[src/rtl/counter_array_pwm_defines.vh]
`ifndef COUNTER_ARRAY_PWM_DEFINES_VH
`define COUNTER_ARRAY_PWM_DEFINES_VH

// special function register addresses
`define FIRST_BLOCK_CONTROL_ADDR 8'ha4
`define SHARED_COUNTER_STATUS_ADDR 8'ha5
`define SECOND_BLOCK_CONTROL_ADDR 8'hbc
`define MODE_BASE_ADDR 8'hc0
`define COMPARE_LOW_BASE_ADDR 8'hd0
`define COMPARE_HIGH_BASE_ADDR 8'hd8
`define COUNTER_BASE_ADDR 8'he0

// reset values
`define CONTROL_RESET 8'h00
`define STATUS_RESET 8'h00
`define MODE_RESET 8'h00
`define COMPARE_RESET 8'h00

// writable bits of the control registers (bit 3 reserved, bit 7 only in block 0)
`define FIRST_CONTROL_WMASK 8'hf7
`define SECOND_CONTROL_WMASK 8'h77

// control register fields
`define CTRL_GLOBAL_ENABLE 7
`define CTRL_COUNTER_RUN 6
`define CTRL_OVERFLOW_IRQ_ENABLE 5
`define CTRL_IDLE_STOP 4
`define CTRL_WIDTH_SELECT 2
`define CTRL_CLOCK_SOURCE_LSB 0

// clock source encodings
`define CLOCK_SOURCE_PRESCALER 2'b00
`define CLOCK_SOURCE_TIMER0 2'b01
`define CLOCK_SOURCE_EXTERNAL 2'b10

// module mode register fields
`define MODE_EVENT_IRQ_ENABLE 7
`define MODE_COMPARE_ENABLE 6
`define MODE_MATCH_FLAG 3
`define MODE_PWM_LSB 0
`define MODE_PWM_WIDE 2'b11

// shared status register bit positions
`define STATUS_FIRST_OVERFLOW 3
`define STATUS_SECOND_OVERFLOW 7

`endif

[src/rtl/counter_array_pwm_10_16bit.v]
// Functional notes
// - 16-bit mode: output high while counter is at or above compare value.
// - 16-bit mode: counter overflow drives module outputs low, except those with compare value zero.
// - 16-bit period set only by counter clock, full range each period.
// - 10-bit mode: counter halves form one 10-bit counter, compare 10-bit.
// - 10-bit mode: high at or above compare, low on 10-bit overflow unless the low ten compare bits are zero.
// - 10-bit mode ignores upper six bits of counter high and compare high.
// - low compare write clears compare enable; high compare write sets it.
// - compare zero gives full duty; all ones gives shortest high time.
// - compare enable cleared keeps the output low.
// - global enable in first control runs both counters while set; clearing stops those with run bit zero.
// - each counter counts only while its run bit or the global enable is one.
// - overflow interrupt enable requests interrupt while overflow flag is set.
// - idle-stop set halts counter in processor idle; clear keeps running.
// - width-select bit: zero 16-bit, one 10-bit modulation.
// - clock source: 00 prescaler, 01 timer 0 overflow, 10 external pin.
// - shared status: block 1 flags upper nibble, block 0 lower nibble.
// - each block has a control register, each module a mode register.
// - mode field 11 selects wide fixed-frequency modulation and enables the pin.
// - hardware or software sets overflow flag; only software clears it.
// - six module flags and two overflow flags ORed into one interrupt.
`timescale 1ns/1ps
`include "counter_array_pwm_defines.vh"

module counter_array_pwm_10_16bit #(
  parameter BLOCKS = 2,
  parameter MODULES_PER_BLOCK = 3,
  parameter COUNTER_BITS = 16,
  parameter NARROW_BITS = 10
) (
  input wire ref_clk,
  input wire reset,
  input wire [7:0] sfr_addr,
  input wire [7:0] sfr_wdata,
  input wire sfr_wr,
  input wire sfr_rd,
  output reg [7:0] sfr_rdata,
  input wire cpu_idle,
  input wire [1:0] prescaler_tick,
  input wire timer0_overflow,
  input wire [1:0] external_clock_pin,
  output wire [5:0] module_output_pin,
  output wire [5:0] module_output_enable,
  output wire counter_irq
);

  localparam MODULES = BLOCKS * MODULES_PER_BLOCK;

  reg [7:0] first_block_control_reg;
  reg [7:0] second_block_control_reg;
  reg [7:0] shared_counter_status_reg;
  reg [7:0] shared_counter_status_next;
  reg [1:0] ext_sync1_reg;
  reg [1:0] ext_sync2_reg;
  reg [1:0] ext_last_reg;
  reg [7:0] read_mux;
  wire [15:0] control_flat;
  wire [8*MODULES-1:0] mode_flat;
  wire [8*MODULES-1:0] compare_low_flat;
  wire [8*MODULES-1:0] compare_high_flat;
  wire [COUNTER_BITS*BLOCKS-1:0] count_flat;
  wire [COUNTER_BITS*BLOCKS-1:0] count_next_flat;
  wire [BLOCKS-1:0] overflow;
  wire [BLOCKS-1:0] block_tick;
  wire [MODULES-1:0] match_event;
  wire [MODULES-1:0] module_irq;
  wire [1:0] ext_edge;
  wire [7:0] status_hw_set;
  wire wr_first_control;
  wire wr_second_control;
  wire wr_status;
  wire global_enable;
  wire [2:0] module_sel;

  assign control_flat = {second_block_control_reg, first_block_control_reg};
  assign global_enable = first_block_control_reg[`CTRL_GLOBAL_ENABLE];
  assign module_sel = sfr_addr[2:0];

  // write strobes for the fixed registers
  assign wr_first_control = sfr_wr & (sfr_addr == `FIRST_BLOCK_CONTROL_ADDR);
  assign wr_second_control = sfr_wr & (sfr_addr == `SECOND_BLOCK_CONTROL_ADDR);
  assign wr_status = sfr_wr & (sfr_addr == `SHARED_COUNTER_STATUS_ADDR);

  // external clock pins: two-stage synchroniser, then an edge stage
  always @(posedge ref_clk or posedge reset) begin
    if (reset) begin
      ext_sync1_reg <= 2'b00;
      ext_sync2_reg <= 2'b00;
      ext_last_reg <= 2'b00;
    end else begin
      ext_sync1_reg <= external_clock_pin;
      ext_sync2_reg <= ext_sync1_reg;
      ext_last_reg <= ext_sync2_reg;
    end
  end

  assign ext_edge = ext_sync2_reg & ~ext_last_reg;

  // per-block control registers
  always @(posedge ref_clk or posedge reset) begin
    if (reset) begin
      first_block_control_reg <= `CONTROL_RESET;
      second_block_control_reg <= `CONTROL_RESET;
    end else begin
      if (wr_first_control) begin
        first_block_control_reg <= sfr_wdata & `FIRST_CONTROL_WMASK;
      end
      if (wr_second_control) begin
        second_block_control_reg <= sfr_wdata & `SECOND_CONTROL_WMASK;
      end
    end
  end

  // counter blocks with clock source, run and idle gating
  genvar m;
  generate
    for (m = 0; m < BLOCKS; m = m + 1) begin : blk
      wire [7:0] ctrl;
      wire [1:0] src;
      wire source_tick;
      wire running;
      wire load_low;
      wire load_high;
      wire [COUNTER_BITS-1:0] count_value;
      wire [COUNTER_BITS-1:0] count_next;
      // address sums are integers; only their low byte is kept
      localparam integer LOW_SUM = `COUNTER_BASE_ADDR + 2 * m;
      localparam integer HIGH_SUM = `COUNTER_BASE_ADDR + 2 * m + 1;
      localparam [7:0] LOW_ADDR = LOW_SUM[7:0];
      localparam [7:0] HIGH_ADDR = HIGH_SUM[7:0];

      assign ctrl = control_flat[8*m+:8];
      assign src = ctrl[`CTRL_CLOCK_SOURCE_LSB+:2];
      assign source_tick = (src == `CLOCK_SOURCE_PRESCALER) ? prescaler_tick[m] :
                           (src == `CLOCK_SOURCE_TIMER0) ? timer0_overflow :
                           (src == `CLOCK_SOURCE_EXTERNAL) ? ext_edge[m] : 1'b0;
      assign running = (ctrl[`CTRL_COUNTER_RUN] | global_enable)
                       & ~(ctrl[`CTRL_IDLE_STOP] & cpu_idle);
      assign block_tick[m] = running & source_tick;
      assign load_low = sfr_wr & (sfr_addr == LOW_ADDR);
      assign load_high = sfr_wr & (sfr_addr == HIGH_ADDR);

      block_counter #(
        .WIDE_BITS(COUNTER_BITS),
        .NARROW_BITS(NARROW_BITS)
      ) counter_inst (
        .ref_clk(ref_clk),
        .reset(reset),
        .count_tick(block_tick[m]),
        .width_select(ctrl[`CTRL_WIDTH_SELECT]),
        .load_low(load_low),
        .load_high(load_high),
        .load_data(sfr_wdata),
        .count_reg(count_value),
        .count_next(count_next),
        .overflow_pulse(overflow[m])
      );

      assign count_flat[COUNTER_BITS*m+:COUNTER_BITS] = count_value;
      assign count_next_flat[COUNTER_BITS*m+:COUNTER_BITS] = count_next;
    end
  endgenerate

  // timer/compare modules: mode, compare pair and modulated output
  genvar g;
  generate
    for (g = 0; g < MODULES; g = g + 1) begin : timer_compare_module
      localparam BLK = g / MODULES_PER_BLOCK;
      // address sums are integers; only their low byte is kept
      localparam integer MODE_SUM = `MODE_BASE_ADDR + g;
      localparam integer LOW_SUM = `COMPARE_LOW_BASE_ADDR + g;
      localparam integer HIGH_SUM = `COMPARE_HIGH_BASE_ADDR + g;
      localparam [7:0] MODE_ADDR = MODE_SUM[7:0];
      localparam [7:0] LOW_ADDR = LOW_SUM[7:0];
      localparam [7:0] HIGH_ADDR = HIGH_SUM[7:0];
      reg [7:0] mode_reg;
      reg [7:0] compare_low_reg;
      reg [7:0] compare_high_reg;
      reg out_reg;
      wire narrow;
      wire pwm_wide;
      wire compare_on;
      wire [COUNTER_BITS-1:0] cnt_next;
      wire [COUNTER_BITS-1:0] compare_value;
      wire at_or_above;
      wire equal;

      assign narrow = control_flat[8*BLK+`CTRL_WIDTH_SELECT];
      assign pwm_wide = (mode_reg[`MODE_PWM_LSB+:2] == `MODE_PWM_WIDE);
      assign compare_on = mode_reg[`MODE_COMPARE_ENABLE];
      assign cnt_next = count_next_flat[COUNTER_BITS*BLK+:COUNTER_BITS];
      assign compare_value = {compare_high_reg, compare_low_reg};
      // narrow compare looks only at the low ten bits of both sides
      assign at_or_above = narrow ?
        (cnt_next[NARROW_BITS-1:0] >= compare_value[NARROW_BITS-1:0]) :
        (cnt_next >= compare_value);
      assign equal = narrow ?
        (cnt_next[NARROW_BITS-1:0] == compare_value[NARROW_BITS-1:0]) :
        (cnt_next == compare_value);
      assign match_event[g] = block_tick[BLK] & compare_on & mode_reg[`MODE_MATCH_FLAG] & equal;
      assign module_irq[g] = mode_reg[`MODE_EVENT_IRQ_ENABLE];

      // mode and compare registers; compare writes steer the compare enable
      always @(posedge ref_clk or posedge reset) begin
        if (reset) begin
          mode_reg <= `MODE_RESET;
          compare_low_reg <= `COMPARE_RESET;
          compare_high_reg <= `COMPARE_RESET;
        end else begin
          if (sfr_wr & (sfr_addr == MODE_ADDR)) begin
            mode_reg <= sfr_wdata;
          end else if (sfr_wr & (sfr_addr == LOW_ADDR)) begin
            mode_reg[`MODE_COMPARE_ENABLE] <= 1'b0;
          end else if (sfr_wr & (sfr_addr == HIGH_ADDR)) begin
            mode_reg[`MODE_COMPARE_ENABLE] <= 1'b1;
          end
          if (sfr_wr & (sfr_addr == LOW_ADDR)) begin
            compare_low_reg <= sfr_wdata;
          end
          if (sfr_wr & (sfr_addr == HIGH_ADDR)) begin
            compare_high_reg <= sfr_wdata;
          end
        end
      end

      // output follows the counter value loaded at the same edge, so a wrap
      // to zero drops it unless the compare value is zero
      always @(posedge ref_clk or posedge reset) begin
        if (reset) begin
          out_reg <= 1'b0;
        end else begin
          out_reg <= pwm_wide & compare_on & at_or_above;
        end
      end

      assign module_output_pin[g] = out_reg;
      assign module_output_enable[g] = pwm_wide;
      assign mode_flat[8*g+:8] = mode_reg;
      assign compare_low_flat[8*g+:8] = compare_low_reg;
      assign compare_high_flat[8*g+:8] = compare_high_reg;
    end
  endgenerate

  // shared status: hardware set wins over a software write in the same cycle
  assign status_hw_set = {overflow[1], match_event[5:3], overflow[0], match_event[2:0]};

  always @* begin
    if (wr_status) begin
      shared_counter_status_next = sfr_wdata | status_hw_set;
    end else begin
      shared_counter_status_next = shared_counter_status_reg | status_hw_set;
    end
  end

  always @(posedge ref_clk or posedge reset) begin
    if (reset) begin
      shared_counter_status_reg <= `STATUS_RESET;
    end else begin
      shared_counter_status_reg <= shared_counter_status_next;
    end
  end

  // one combined interrupt request
  assign counter_irq =
    (shared_counter_status_reg[`STATUS_FIRST_OVERFLOW] &
     first_block_control_reg[`CTRL_OVERFLOW_IRQ_ENABLE]) |
    (shared_counter_status_reg[`STATUS_SECOND_OVERFLOW] &
     second_block_control_reg[`CTRL_OVERFLOW_IRQ_ENABLE]) |
    (|({shared_counter_status_reg[6:4], shared_counter_status_reg[2:0]} & module_irq));

  // read decode
  always @* begin
    if (sfr_addr == `FIRST_BLOCK_CONTROL_ADDR) begin
      read_mux = first_block_control_reg;
    end else if (sfr_addr == `SECOND_BLOCK_CONTROL_ADDR) begin
      read_mux = second_block_control_reg;
    end else if (sfr_addr == `SHARED_COUNTER_STATUS_ADDR) begin
      read_mux = shared_counter_status_reg;
    end else if ((sfr_addr[7:3] == `MODE_BASE_ADDR >> 3) && (module_sel < 3'd6)) begin
      read_mux = mode_flat[8*module_sel+:8];
    end else if ((sfr_addr[7:3] == `COMPARE_LOW_BASE_ADDR >> 3) && (module_sel < 3'd6)) begin
      read_mux = compare_low_flat[8*module_sel+:8];
    end else if ((sfr_addr[7:3] == `COMPARE_HIGH_BASE_ADDR >> 3) && (module_sel < 3'd6)) begin
      read_mux = compare_high_flat[8*module_sel+:8];
    end else if (sfr_addr[7:2] == `COUNTER_BASE_ADDR >> 2) begin
      read_mux = count_flat[8*sfr_addr[1:0]+:8];
    end else begin
      read_mux = 8'h00;
    end
  end

  // read data register
  always @(posedge ref_clk or posedge reset) begin
    if (reset) begin
      sfr_rdata <= 8'h00;
    end else if (sfr_rd) begin
      sfr_rdata <= read_mux;
    end
  end

endmodule

[src/rtl/block_counter.v]
`timescale 1ns/1ps
`include "counter_array_pwm_defines.vh"

module block_counter #(
  parameter WIDE_BITS = 16,
  parameter NARROW_BITS = 10
) (
  input wire ref_clk,
  input wire reset,
  input wire count_tick,
  input wire width_select,
  input wire load_low,
  input wire load_high,
  input wire [7:0] load_data,
  output reg [WIDE_BITS-1:0] count_reg,
  output reg [WIDE_BITS-1:0] count_next,
  output wire overflow_pulse
);

  wire at_max;
  wire [NARROW_BITS-1:0] narrow_inc;
  wire [WIDE_BITS-1:0] wide_inc;

  // wrap point follows the selected width; upper six bits idle in narrow mode
  assign at_max = width_select ? (&count_reg[NARROW_BITS-1:0]) : (&count_reg);
  assign narrow_inc = count_reg[NARROW_BITS-1:0] + {{(NARROW_BITS-1){1'b0}}, 1'b1};
  assign wide_inc = count_reg + {{(WIDE_BITS-1){1'b0}}, 1'b1};
  assign overflow_pulse = count_tick & at_max & ~load_low & ~load_high;

  // software loads win over a count tick in the same cycle
  always @* begin
    if (load_low) begin
      count_next = {count_reg[WIDE_BITS-1:8], load_data};
    end else if (load_high) begin
      count_next = {load_data, count_reg[7:0]};
    end else if (count_tick) begin
      if (width_select) begin
        count_next = {count_reg[WIDE_BITS-1:NARROW_BITS], narrow_inc};
      end else begin
        count_next = wide_inc;
      end
    end else begin
      count_next = count_reg;
    end
  end

  // counter state
  always @(posedge ref_clk or posedge reset) begin
    if (reset) begin
      count_reg <= {WIDE_BITS{1'b0}};
    end else begin
      count_reg <= count_next;
    end
  end

endmodule

[config.mk]
export PLATFORM = sky130hd
export DESIGN_NAME = counter_array_pwm_10_16bit
export DESIGN_NICKNAME = d
export VERILOG_FILES = /design/src/rtl/counter_array_pwm_10_16bit.v /design/src/rtl/block_counter.v
export VERILOG_INCLUDE_DIRS = /design/src /design/src/rtl
export SDC_FILE = /design/constraint.sdc
export NUM_CORES = 1
export LEC_CHECK = 0
export BUFFER_PORTS_ARGS = -buffer_cell sky130_fd_sc_hd__buf_2
export CORE_MARGIN = 10
export CORE_UTILIZATION = 31
export DETAILED_ROUTE_END_ITERATION = 8
export GPL_TIMING_DRIVEN = 1
export SKIP_CTS_REPAIR_TIMING = 1
export SLEW_MARGIN = 30
export SYNTH_ARGS = -nofsm -noshare
export SYNTH_HDL_FRONTEND = slang
export SYNTH_SLANG_ARGS = --single-unit
[constraint.sdc]
create_clock -name ref_clk -period 19.4 [get_ports ref_clk]
set_clock_uncertainty 0.2 [all_clocks]
set_input_delay 0.97 -clock ref_clk [delete_from_list [all_inputs] [get_ports ref_clk]]
set_output_delay 0.97 -clock ref_clk [all_outputs]
set_load 0.005 [all_outputs]
[Yosys cells after proc, flatten, opt, wreduce, memory -nomap -nowiden]
Index checks and enable logic that the tools add are counted.
Word-level totals
  register bits: 217
  bits of input ports: 26
  logic and storage cells: 265
  output and inout bits: 21
Cells by class
  magnitude comparators: 13
  bitwise logic cells: 84
  shift-type cells: 4
  muxes and demuxes: 54
  equality and inequality tests: 51
  reduce and logical (&&, ||, !) cells: 16
  add/sub/neg operators: 4
Operators with widths (count)
  $eq 8x8->1 const B: 25
  $shiftx 48x7->8: 3
  $mux 16: 8
  $eq 16x16->1: 6
  $ge 16x16->1: 6
  $and 1x1->1: 69
  $mux 8: 8
  $eq 10x10->1: 6
  $ge 10x10->1: 6
  $mux 1: 38
  $add 16x1->16 const B: 2
  $reduce_and 16->1: 2
  $shiftx 32x6->8: 1
  $add 10x1->10 const B: 2
  $reduce_and 10->1: 2
  $reduce_bool 3->1: 6
  $eq 2x2->1 const B: 8
  $or 8x8->8: 2
  $eq 5x5->1 const B: 3
  $and 6x6->6: 1
  $eq 6x6->1 const B: 1
  $not 1->1: 6
  $reduce_or 6->1: 1
  $eq 2x1->1 const B: 2
  other kinds (6): 12

[Depth between registers and ports, before layout]
Gate-level depths: netlist (run 1).
  depth in word-level cells: 14
  gate-level depth with buffers: 15
  mapped depth without buffers: 14

[Cells and area by module]
Synthesis (run 1) repeated with hierarchy kept, for this count alone.
Second synthesis, totals
  cell total of the unflattened synthesis: 1335
  area, all modules: 13774.5 um^2
Modules (own cells, without submodules)
  counter_array_pwm_10_16bit: cells an instance 1107, times used 1, area each 11755.0 um^2, sequential area each 4629.4 um^2
  block_counter: cells an instance 114, times used 2, area each 1009.7 um^2, sequential area each 400.4 um^2

[Worst setup path after synthesis (run 1)]
OpenSTA, ideal clock, no wires.
  kind: input to register
  start: input port cpu_idle
  end: register timer_compare_module[4].out_reg
  stages: 13
  path slack: 15.278 ns
  required time: 19.078 ns
  library setup time: 0.122 ns
  arrival time: 3.801 ns
  cells stage by stage: nand2_1 -> o21ai_0 -> a21o_1 -> nor4_4 -> nand3_1 -> o311ai_0 -> ha_1 -> a211oi_1 -> nand2_1 -> o21ai_0 -> a21oi_1 -> a31o_2 -> o2111a_1
Between the ends
  word-level cells in the longest chain between the ends: 10
  elaborated cells between the ends (all ways): 11
  those cells by class: order compare (2); mux (4); bitwise (5)
RTL lines
  start: declaration: line counter_array_pwm_10_16bit.v:38  | input wire cpu_idle,
  $and 1x1->1: line counter_array_pwm_10_16bit.v:138  | & ~(ctrl[`CTRL_IDLE_STOP] & cpu_idle);
  $not 1->1: line counter_array_pwm_10_16bit.v:138
  $and 1x1->1: line counter_array_pwm_10_16bit.v:137  | assign running = (ctrl[`CTRL_COUNTER_RUN] | global_enable)
  $and 1x1->1: line counter_array_pwm_10_16bit.v:139  | assign block_tick[m] = running & source_tick;
  $mux 16: line block_counter.v:36  | end else if (count_tick) begin
  $mux 16: line block_counter.v:34  | end else if (load_high) begin
  $mux 16: line block_counter.v:32  | if (load_low) begin
  via blk[1].count_next[15]: line counter_array_pwm_10_16bit.v:125  | wire [COUNTER_BITS-1:0] count_next;
  $ge 16x16->1: line counter_array_pwm_10_16bit.v:196  | (cnt_next >= compare_value);
  $mux 1: line counter_array_pwm_10_16bit.v:194  | assign at_or_above = narrow ?
  $and 1x1->1: line counter_array_pwm_10_16bit.v:232  | out_reg <= pwm_wide & compare_on & at_or_above;
  end signal: assignment: line counter_array_pwm_10_16bit.v:232
  end: declaration: line counter_array_pwm_10_16bit.v:179  | reg out_reg;
The timed path passes the listed nets, and every way through them passes these cells.
A chain may end at the register's enable or synchronous reset.

[Worst setup path after layout (run 1)]
  start: input port sfr_addr[0]
  end: register timer_compare_module[2].out_reg
Between the ends
  word-level cells in the longest chain between the ends: 7
  elaborated cells between the ends (all ways): 10
  those cells by class: order compare (2); eq/ne (2); mux (3); bitwise (3)
RTL lines
  start: declaration: line counter_array_pwm_10_16bit.v:33  | input wire [7:0] sfr_addr,
  $eq 8x8->1: line counter_array_pwm_10_16bit.v:141  | assign load_high = sfr_wr & (sfr_addr == HIGH_ADDR);
  $and 1x1->1: line counter_array_pwm_10_16bit.v:141
  $mux 16: line block_counter.v:34
  $mux 16 (*): line block_counter.v:32
  via blk[0].count_next[9]: line counter_array_pwm_10_16bit.v:125
  $ge 16x16->1 / $ge 10x10->1 (equally long branches): line counter_array_pwm_10_16bit.v:196, counter_array_pwm_10_16bit.v:195
  $mux 1 (*): line counter_array_pwm_10_16bit.v:194
  $and 1x1->1 (*): line counter_array_pwm_10_16bit.v:232
  end signal: assignment: line counter_array_pwm_10_16bit.v:232
  end: declaration: line counter_array_pwm_10_16bit.v:179
Mark *: on every way through the listed nets, which the timed path passes. The rest lies on a longest branch.

==> run_results.csv, run 1 <==
group,metric,value,unit
status,status,"finished clean",
routing,ant_nets,0,
routing,viasPerCell,5.59,
sta,relSlewSlack,39.0,%
sta,tns,0,ps
finish,n_fill_cell,4417,
clocking,htreeDepth,1,
synthesis,avgSynthCellArea,9.92,um2
clocking,cts-root-buf,"clkbuf_16",
finish,drive_gt1_share,19.1,%
die,core_area,0.0434,mm2
die,die_area,0.0529,mm2
sta,slew_violations,0,
synthesis,syn_nets,1504,
critical_path,crit_type,"input port to flop",
sta,fin_crit,5260,ps
power_and_ir_drop,p_int,857,uW
die,ioPinCount,47,
critical_path,critical_path.max_fanout,40,
sta,fin_crit_sh,27.1,%
synthesis,synthesis.area,0.0137,mm2
worst_hold_path,hold_class,"flop to flop",
sta,tightest_slew,903,ps
synthesis,synth_edf_count,0,
clocking,clkTransAtPathRegs,60,ps
finish,fin_util,35.2,%
critical_path,cp.required,19630,ps
placed_design,dpl.hpwl,34.9,mm
flow_run,cap_violations,0,
sta,setup_viol,0,
global_routing,antenna_found_initial,1,
power_and_ir_drop,clkPwrFrac,38.9,%
power_and_ir_drop,peakVddDrop,0.0000697,V
routing,drt_pre_antenna_iters,7,
synthesis,synth_cells,1380,
placed_design,place_area,0.0144,mm2
die,die_x,230,um
clocking,cts_num_sinks,217,
die,rows,76,
clocking,cts_tree,"done",
placed_design,portBuffers,46,
power_and_ir_drop,p_seq_share,41.9,%
power_and_ir_drop,p_switching,389,uW
power_and_ir_drop,combPwrFrac,19.2,%
clocking,insertion_delay,580,ps
synthesis,ys.flop_type,"dfrtp_1",
synthesis,synth_async_sr_flop_share,100,%
power_and_ir_drop,power.density,81.7,mW/mm2
synthesis,yosysWarnings,0,
placed_design,dp_cells,1950,
sta,rsz0062_at_grt,"no",
synthesis,yosysUniqueCellTypes,79,
finish,nets,1517,
sta,hold_viol,0,
routing,drt_iter0_drc,1179,
global_routing,grt_pass1_wl,71.2,mm
finish,fin_cells,1999,
power_and_ir_drop,p_leak,0.00689,uW
global_routing,grt_util_all_layers,17.5,%
routing,vias,11200,
synthesis,synth-seq-cells,217,
die,die_h,230,um
power_and_ir_drop,sw_frac_of_total,31.2,%
global_routing,grt_pass1_vias,11100,
clocking,cts_buffer_depth,3,
critical_path,crit_path_start_kind,"input port",
die,start_util,31.6,%
critical_path,crit_arrival,5500,ps
clocking,numCtsBuffers,26,
routing,wire_per_inst,23.9,um
routing,wirelength,47.8,mm
global_routing,grt_max_degree,79,
placed_design,gp_congestion,0.958,
synthesis,ys_seq_area_share,39.7,%
finish,post-route-cell-area,0.0153,mm2
finish,area_delta_synth_final,11.5,%
sta,max_freq,190,MHz
critical_path,end_kind,"flop",
routing,drc,0,
global_routing,overflow,0,
## critical path: stages
cell	delay, ps
buf_2	500
buf_4	660
nor2b_1	210
nand4_1	560
nand3_1	470
nor4_1	100
nor3_1	430
ha_1	370
nand2_1	120
a21oi_1	80
o211ai_1	200
a21oi_1	90
a2111oi_0	550
o22ai_1	170
## placed cells by master (no fill, tap or decap), types with 30 or more instances in the layout
cell / count
a21oi_1: 39
buf_2: 45
dfrtp_1: 217
ha_1: 98
inv_1: 110
mux2_2: 120
mux2i_1: 61
nand2_1: 125
nand3_1: 30
nand4_1: 32
nor2_1: 52
nor3_1: 30
o21ai_0: 122
## kinds of logic (layout without fill, tap and decap cells)
| family | count (synthesis) | in the layout | synth area share, % |
|---|---|---|---|
| adders and majority gates | 98 | 98 | 8.96 |
| and+or+nand+nor | 370 | 370 | 13.9 |
| muxes | 196 | 196 | 16.8 |
| buffers and inverters | 187 | 220 | 5.87 |
| other | 0 | 1 | 0 |
| AOI/OAI and AO/OA | 298 | 298 | 13.9 |
| DFF | 217 | 217 | 39.7 |
| xor gates and xnor gates | 14 | 14 | 0.896 |
## per-stage QoR
stage / setup WS, ps / total power [uW] / hold slack, ps
2_1_floorplan: 12290 / 681 / 131
3_3_place_gp: 13810 / 759 / 141
3_5_place_dp: 13670 / 765 / 150
4_1_cts: 14260 / 1250 / 162
5_1_grt: 13750 / 1300 / 162
6_report: 14140 / 1250 / 154
## layer usage
metal	GRT usage (%)	share of wire (%)
met1	23.5	44
met4	6.47	3.5
met3	4.01	8.6
met2	27.0	44
met5	0	0
## final timing paths
check                                            from                                                      end  slack [ps]  cells after the start
setup reg to reg           blk[1].ctrl[1]$_DFFE_PP0P_                timer_compare_module[4].out_reg$_DFF_PP0_       15050                     13
max in group asynchronous                       reset  timer_compare_module[4].compare_high_reg[6]$_DFFE_PP0P_       17010                      4
setup / recovery                          sfr_addr[0]                timer_compare_module[2].out_reg$_DFF_PP0_       14140                     14
hold reg to reg            ext_sync1_reg[1]$_DFF_PP0_                               ext_sync2_reg[1]$_DFF_PP0_         150                      0
min in group asynchronous                       reset          timer_compare_module[2].mode_reg[6]$_DFFE_PP0P_         240                      2
hold / removal             ext_sync1_reg[1]$_DFF_PP0_                               ext_sync2_reg[1]$_DFF_PP0_         150                      0
## synthesized netlist by cell type (6+ instances only)
cell | count | area (um2)
nand2_1 | 125 | 469
mux4_2 | 15 | 338
a21o_1 | 6 | 45.0
nand3_1 | 30 | 150
and2_1 | 11 | 68.8
o211ai_1 | 14 | 105
ha_1 | 98 | 1230
a21oi_1 | 39 | 195
nor3_1 | 31 | 155
nor4_1 | 8 | 50.1
mux2i_1 | 61 | 611
buf_4 | 18 | 135
buf_2 | 15 | 75.1
nor2b_1 | 13 | 81.3
mux2_2 | 120 | 1350
nand4_1 | 32 | 200
dfrtp_1 | 217 | 5430
nand3b_1 | 12 | 90.1
nand2b_1 | 7 | 43.8
xnor2_1 | 11 | 96.3
a22oi_1 | 17 | 128
o22ai_1 | 25 | 156
inv_1 | 111 | 417
clkbuf_1 | 39 | 146
nor2_1 | 55 | 206
a31oi_1 | 8 | 50.1
o21ai_0 | 123 | 616
and3_1 | 8 | 50.1
## cell type report
cell class	count	area (um2)	share of cell area [%]
inverters	111	424	2.78
diodes	1	2.50	0.0164
clock buffers	37	772	5.06
multi-input cells	976	7480	49.0
well taps	585	732	4.80
clock inverters	11	66.3	0.435
flip-flops and latches	217	5430	35.6
repair buffers	61	353	2.31
## power groups by stage
stage          Clock, uW  Sequential, uW  Combinational, uW
2_1_floorplan          0             511                170
3_3_place_gp           0             529                230
3_5_place_dp           0             529                236
4_1_cts              493             521                237
5_1_grt              509             525                267
6_report             484             522                239
Power figures use the tool's default switching activity.
==> inputs of run 2 (changes only) <==
- clock period: 19.4 -> 5.2 ns (I/O delays scaled with it)
==> run_results.csv, run 2 (synthesis gave the netlist of run 1 again) <==
group,metric,value,unit
critical_path,crit_path_start_kind,"flop",
finish,fin_cells,2013,
routing,drt_iter0_drc,1073,
die,start_util,31.6,%
placed_design,portBuffers,46,
sta,hold_viol,0,
power_and_ir_drop,peakVddDrop,0.000152,V
critical_path,regToRegStartpoint,"blk[0].ctrl[1]$_DFFE_PP0P_",
sta,fin_crit_sh,85.3,%
die,core_area,0.0434,mm2
placed_design,dpl.hpwl,36.4,mm
critical_path,end_kind,"flop",
worst_hold_path,min_to,"timer_compare_module[4].compare_high_reg[0]$_DFFE_PP0P_",
critical_path,timing.reg2reg.setup_slack,770,ps
sta,tns,0,ps
sta,rsz0062_at_grt,"no",
routing,wire_per_inst,24.3,um
die,die_h,230,um
critical_path,crit_type,"flop to flop",
finish,multi_input_area,0.00749,mm2
flow_run,cap_violations,0,
finish,final_common_cell,"dfrtp_1",
global_routing,grt_max_degree,138,
clocking,cts_buffer_depth,3,
critical_path,r2r_cells,13,
critical_path,crit_arrival,4700,ps
worst_hold_path,min_from,"sfr_wdata[0]",
routing,ant_nets,0,
clocking,insertion_delay,580,ps
global_routing,grt_pass1_vias,11200,
routing,drc,0,
clocking,cts-root-buf,"clkbuf_16",
routing,wirelength,48.9,mm
finish,nets,1533,
sta,max_freq,226,MHz
clocking,clkTransAtPathRegs,60,ps
power_and_ir_drop,power.density,311,mW/mm2
routing,viasPerCell,5.61,
global_routing,antenna_found_initial,2,
clocking,htreeDepth,1,
global_routing,grt_pass1_wl,73.8,mm
clocking,numCtsBuffers,27,
finish,fin_util,35.7,%
die,ioPinCount,47,
finish,drive_gt1_share,19.6,%
routing,vias,11300,
sta,setup_viol,0,
status,status,"finished clean",
finish,n_fill_cell,4398,
global_routing,overflow,0,
worst_hold_path,hold_class,"input port to flop",
sta,slew_violations,0,
global_routing,grt_util_all_layers,18.2,%
critical_path,cp.required,5470,ps
die,die_x,230,um
finish,final_cell_mix,"dfrtp_1, nand2_1, o21ai_0",
finish,final-seq-area,0.00543,mm2
die,rows,76,
placed_design,gp_congestion,0.982,
die,die_area,0.0529,mm2
placed_design,dp_cells,1958,
worst_hold_path,min_path_cells,3,
clocking,cts_tree,"done",
critical_path,timing.rr.end,"timer_compare_module[0].out_reg$_DFF_PP0_",
sta,tightest_slew,1010,ps
sta,fin_crit,4430,ps
power_and_ir_drop,p_leak,0.00699,uW
finish,area_delta_synth_final,13.1,%
sta,relSlewSlack,32.5,%
clocking,cts_num_sinks,217,
critical_path,critical_path.max_fanout,6,
routing,drt_pre_antenna_iters,6,
==> run 2: cell type report <==
| type | count | share of cell area, % |
|---|---|---|
| clock inverter | 11 | 0.849 |
| tap | 585 | 4.73 |
| inverter | 111 | 2.72 |
| sequential | 217 | 35.1 |
| multi-input combinational | 976 | 48.4 |
| timing repair buffer | 76 | 3.18 |
| antenna | 1 | 0.0162 |
| clock buffer | 36 | 5.04 |
==> run 2: where the power goes <==
group,total [uW],leakage (uW),switching (uW),internal (uW)
clock,1950,0.000444,802,1150
sequential,1940,0.00280,135,1800
combinational,925,0.00374,552,373
==> run 2: per-layer routing <==
layer | vias up | GRT usage (%) | share of wire [%]
li1 | 5085 | - | -
met1 | 5644 | 24.8 | 44
met2 | 461 | 28.0 | 44
met3 | 97 | 3.73 | 7.8
met4 | 2 | 6.39 | 3.5
met5 | - | 0 | 0.035
==> run 2: through the flow <==
step / setup slack [ps] / hold WS, ps / instance area, um2 / total power, uW
final: 766 / 18.4 / 15500 / 4820
after global routing: 525 / 33.5 / 15500 / 5040
after CTS: 859 / -636 / 15400 / 4830
after detailed placement: 666 / -24.9 / 14500 / 2870
after global placement: 601 / -32.0 / 14500 / 2850
after floorplan: 1630 / 91.4 / 13700 / 2540
==> run 2: worst max path at each step <==
stage / start / to / slack, ps / depth (start not counted)
3_5_place_dp: sfr_addr[3] / timer_compare_module[0].out_reg$_DFF_PP0_ / 670 / 13
2_1_floorplan: blk[1].ctrl[1]$_DFFE_PP0P_ / timer_compare_module[4].out_reg$_DFF_PP0_ / 1630 / 13
5_1_grt: blk[0].ctrl[1]$_DFFE_PP0P_ / timer_compare_module[0].out_reg$_DFF_PP0_ / 530 / 13
4_1_cts: blk[0].ctrl[1]$_DFFE_PP0P_ / timer_compare_module[0].out_reg$_DFF_PP0_ / 860 / 13
6_report: blk[0].ctrl[1]$_DFFE_PP0P_ / timer_compare_module[0].out_reg$_DFF_PP0_ / 770 / 13
3_3_place_gp: sfr_addr[3] / timer_compare_module[0].out_reg$_DFF_PP0_ / 600 / 13
==> run 2: worst max-delay path, stage by stage, from the launching register on <==
cell	delay, ps
dfrtp_1	450
nand2b_1	200
a221oi_2	530
nand2_1	250
o31ai_1	360
a21oi_1	130
nor3_1	600
ha_1	370
a21oi_1	250
o21ai_0	100
o21ai_0	350
a21oi_1	90
a31o_2	240
o2111a_1	220
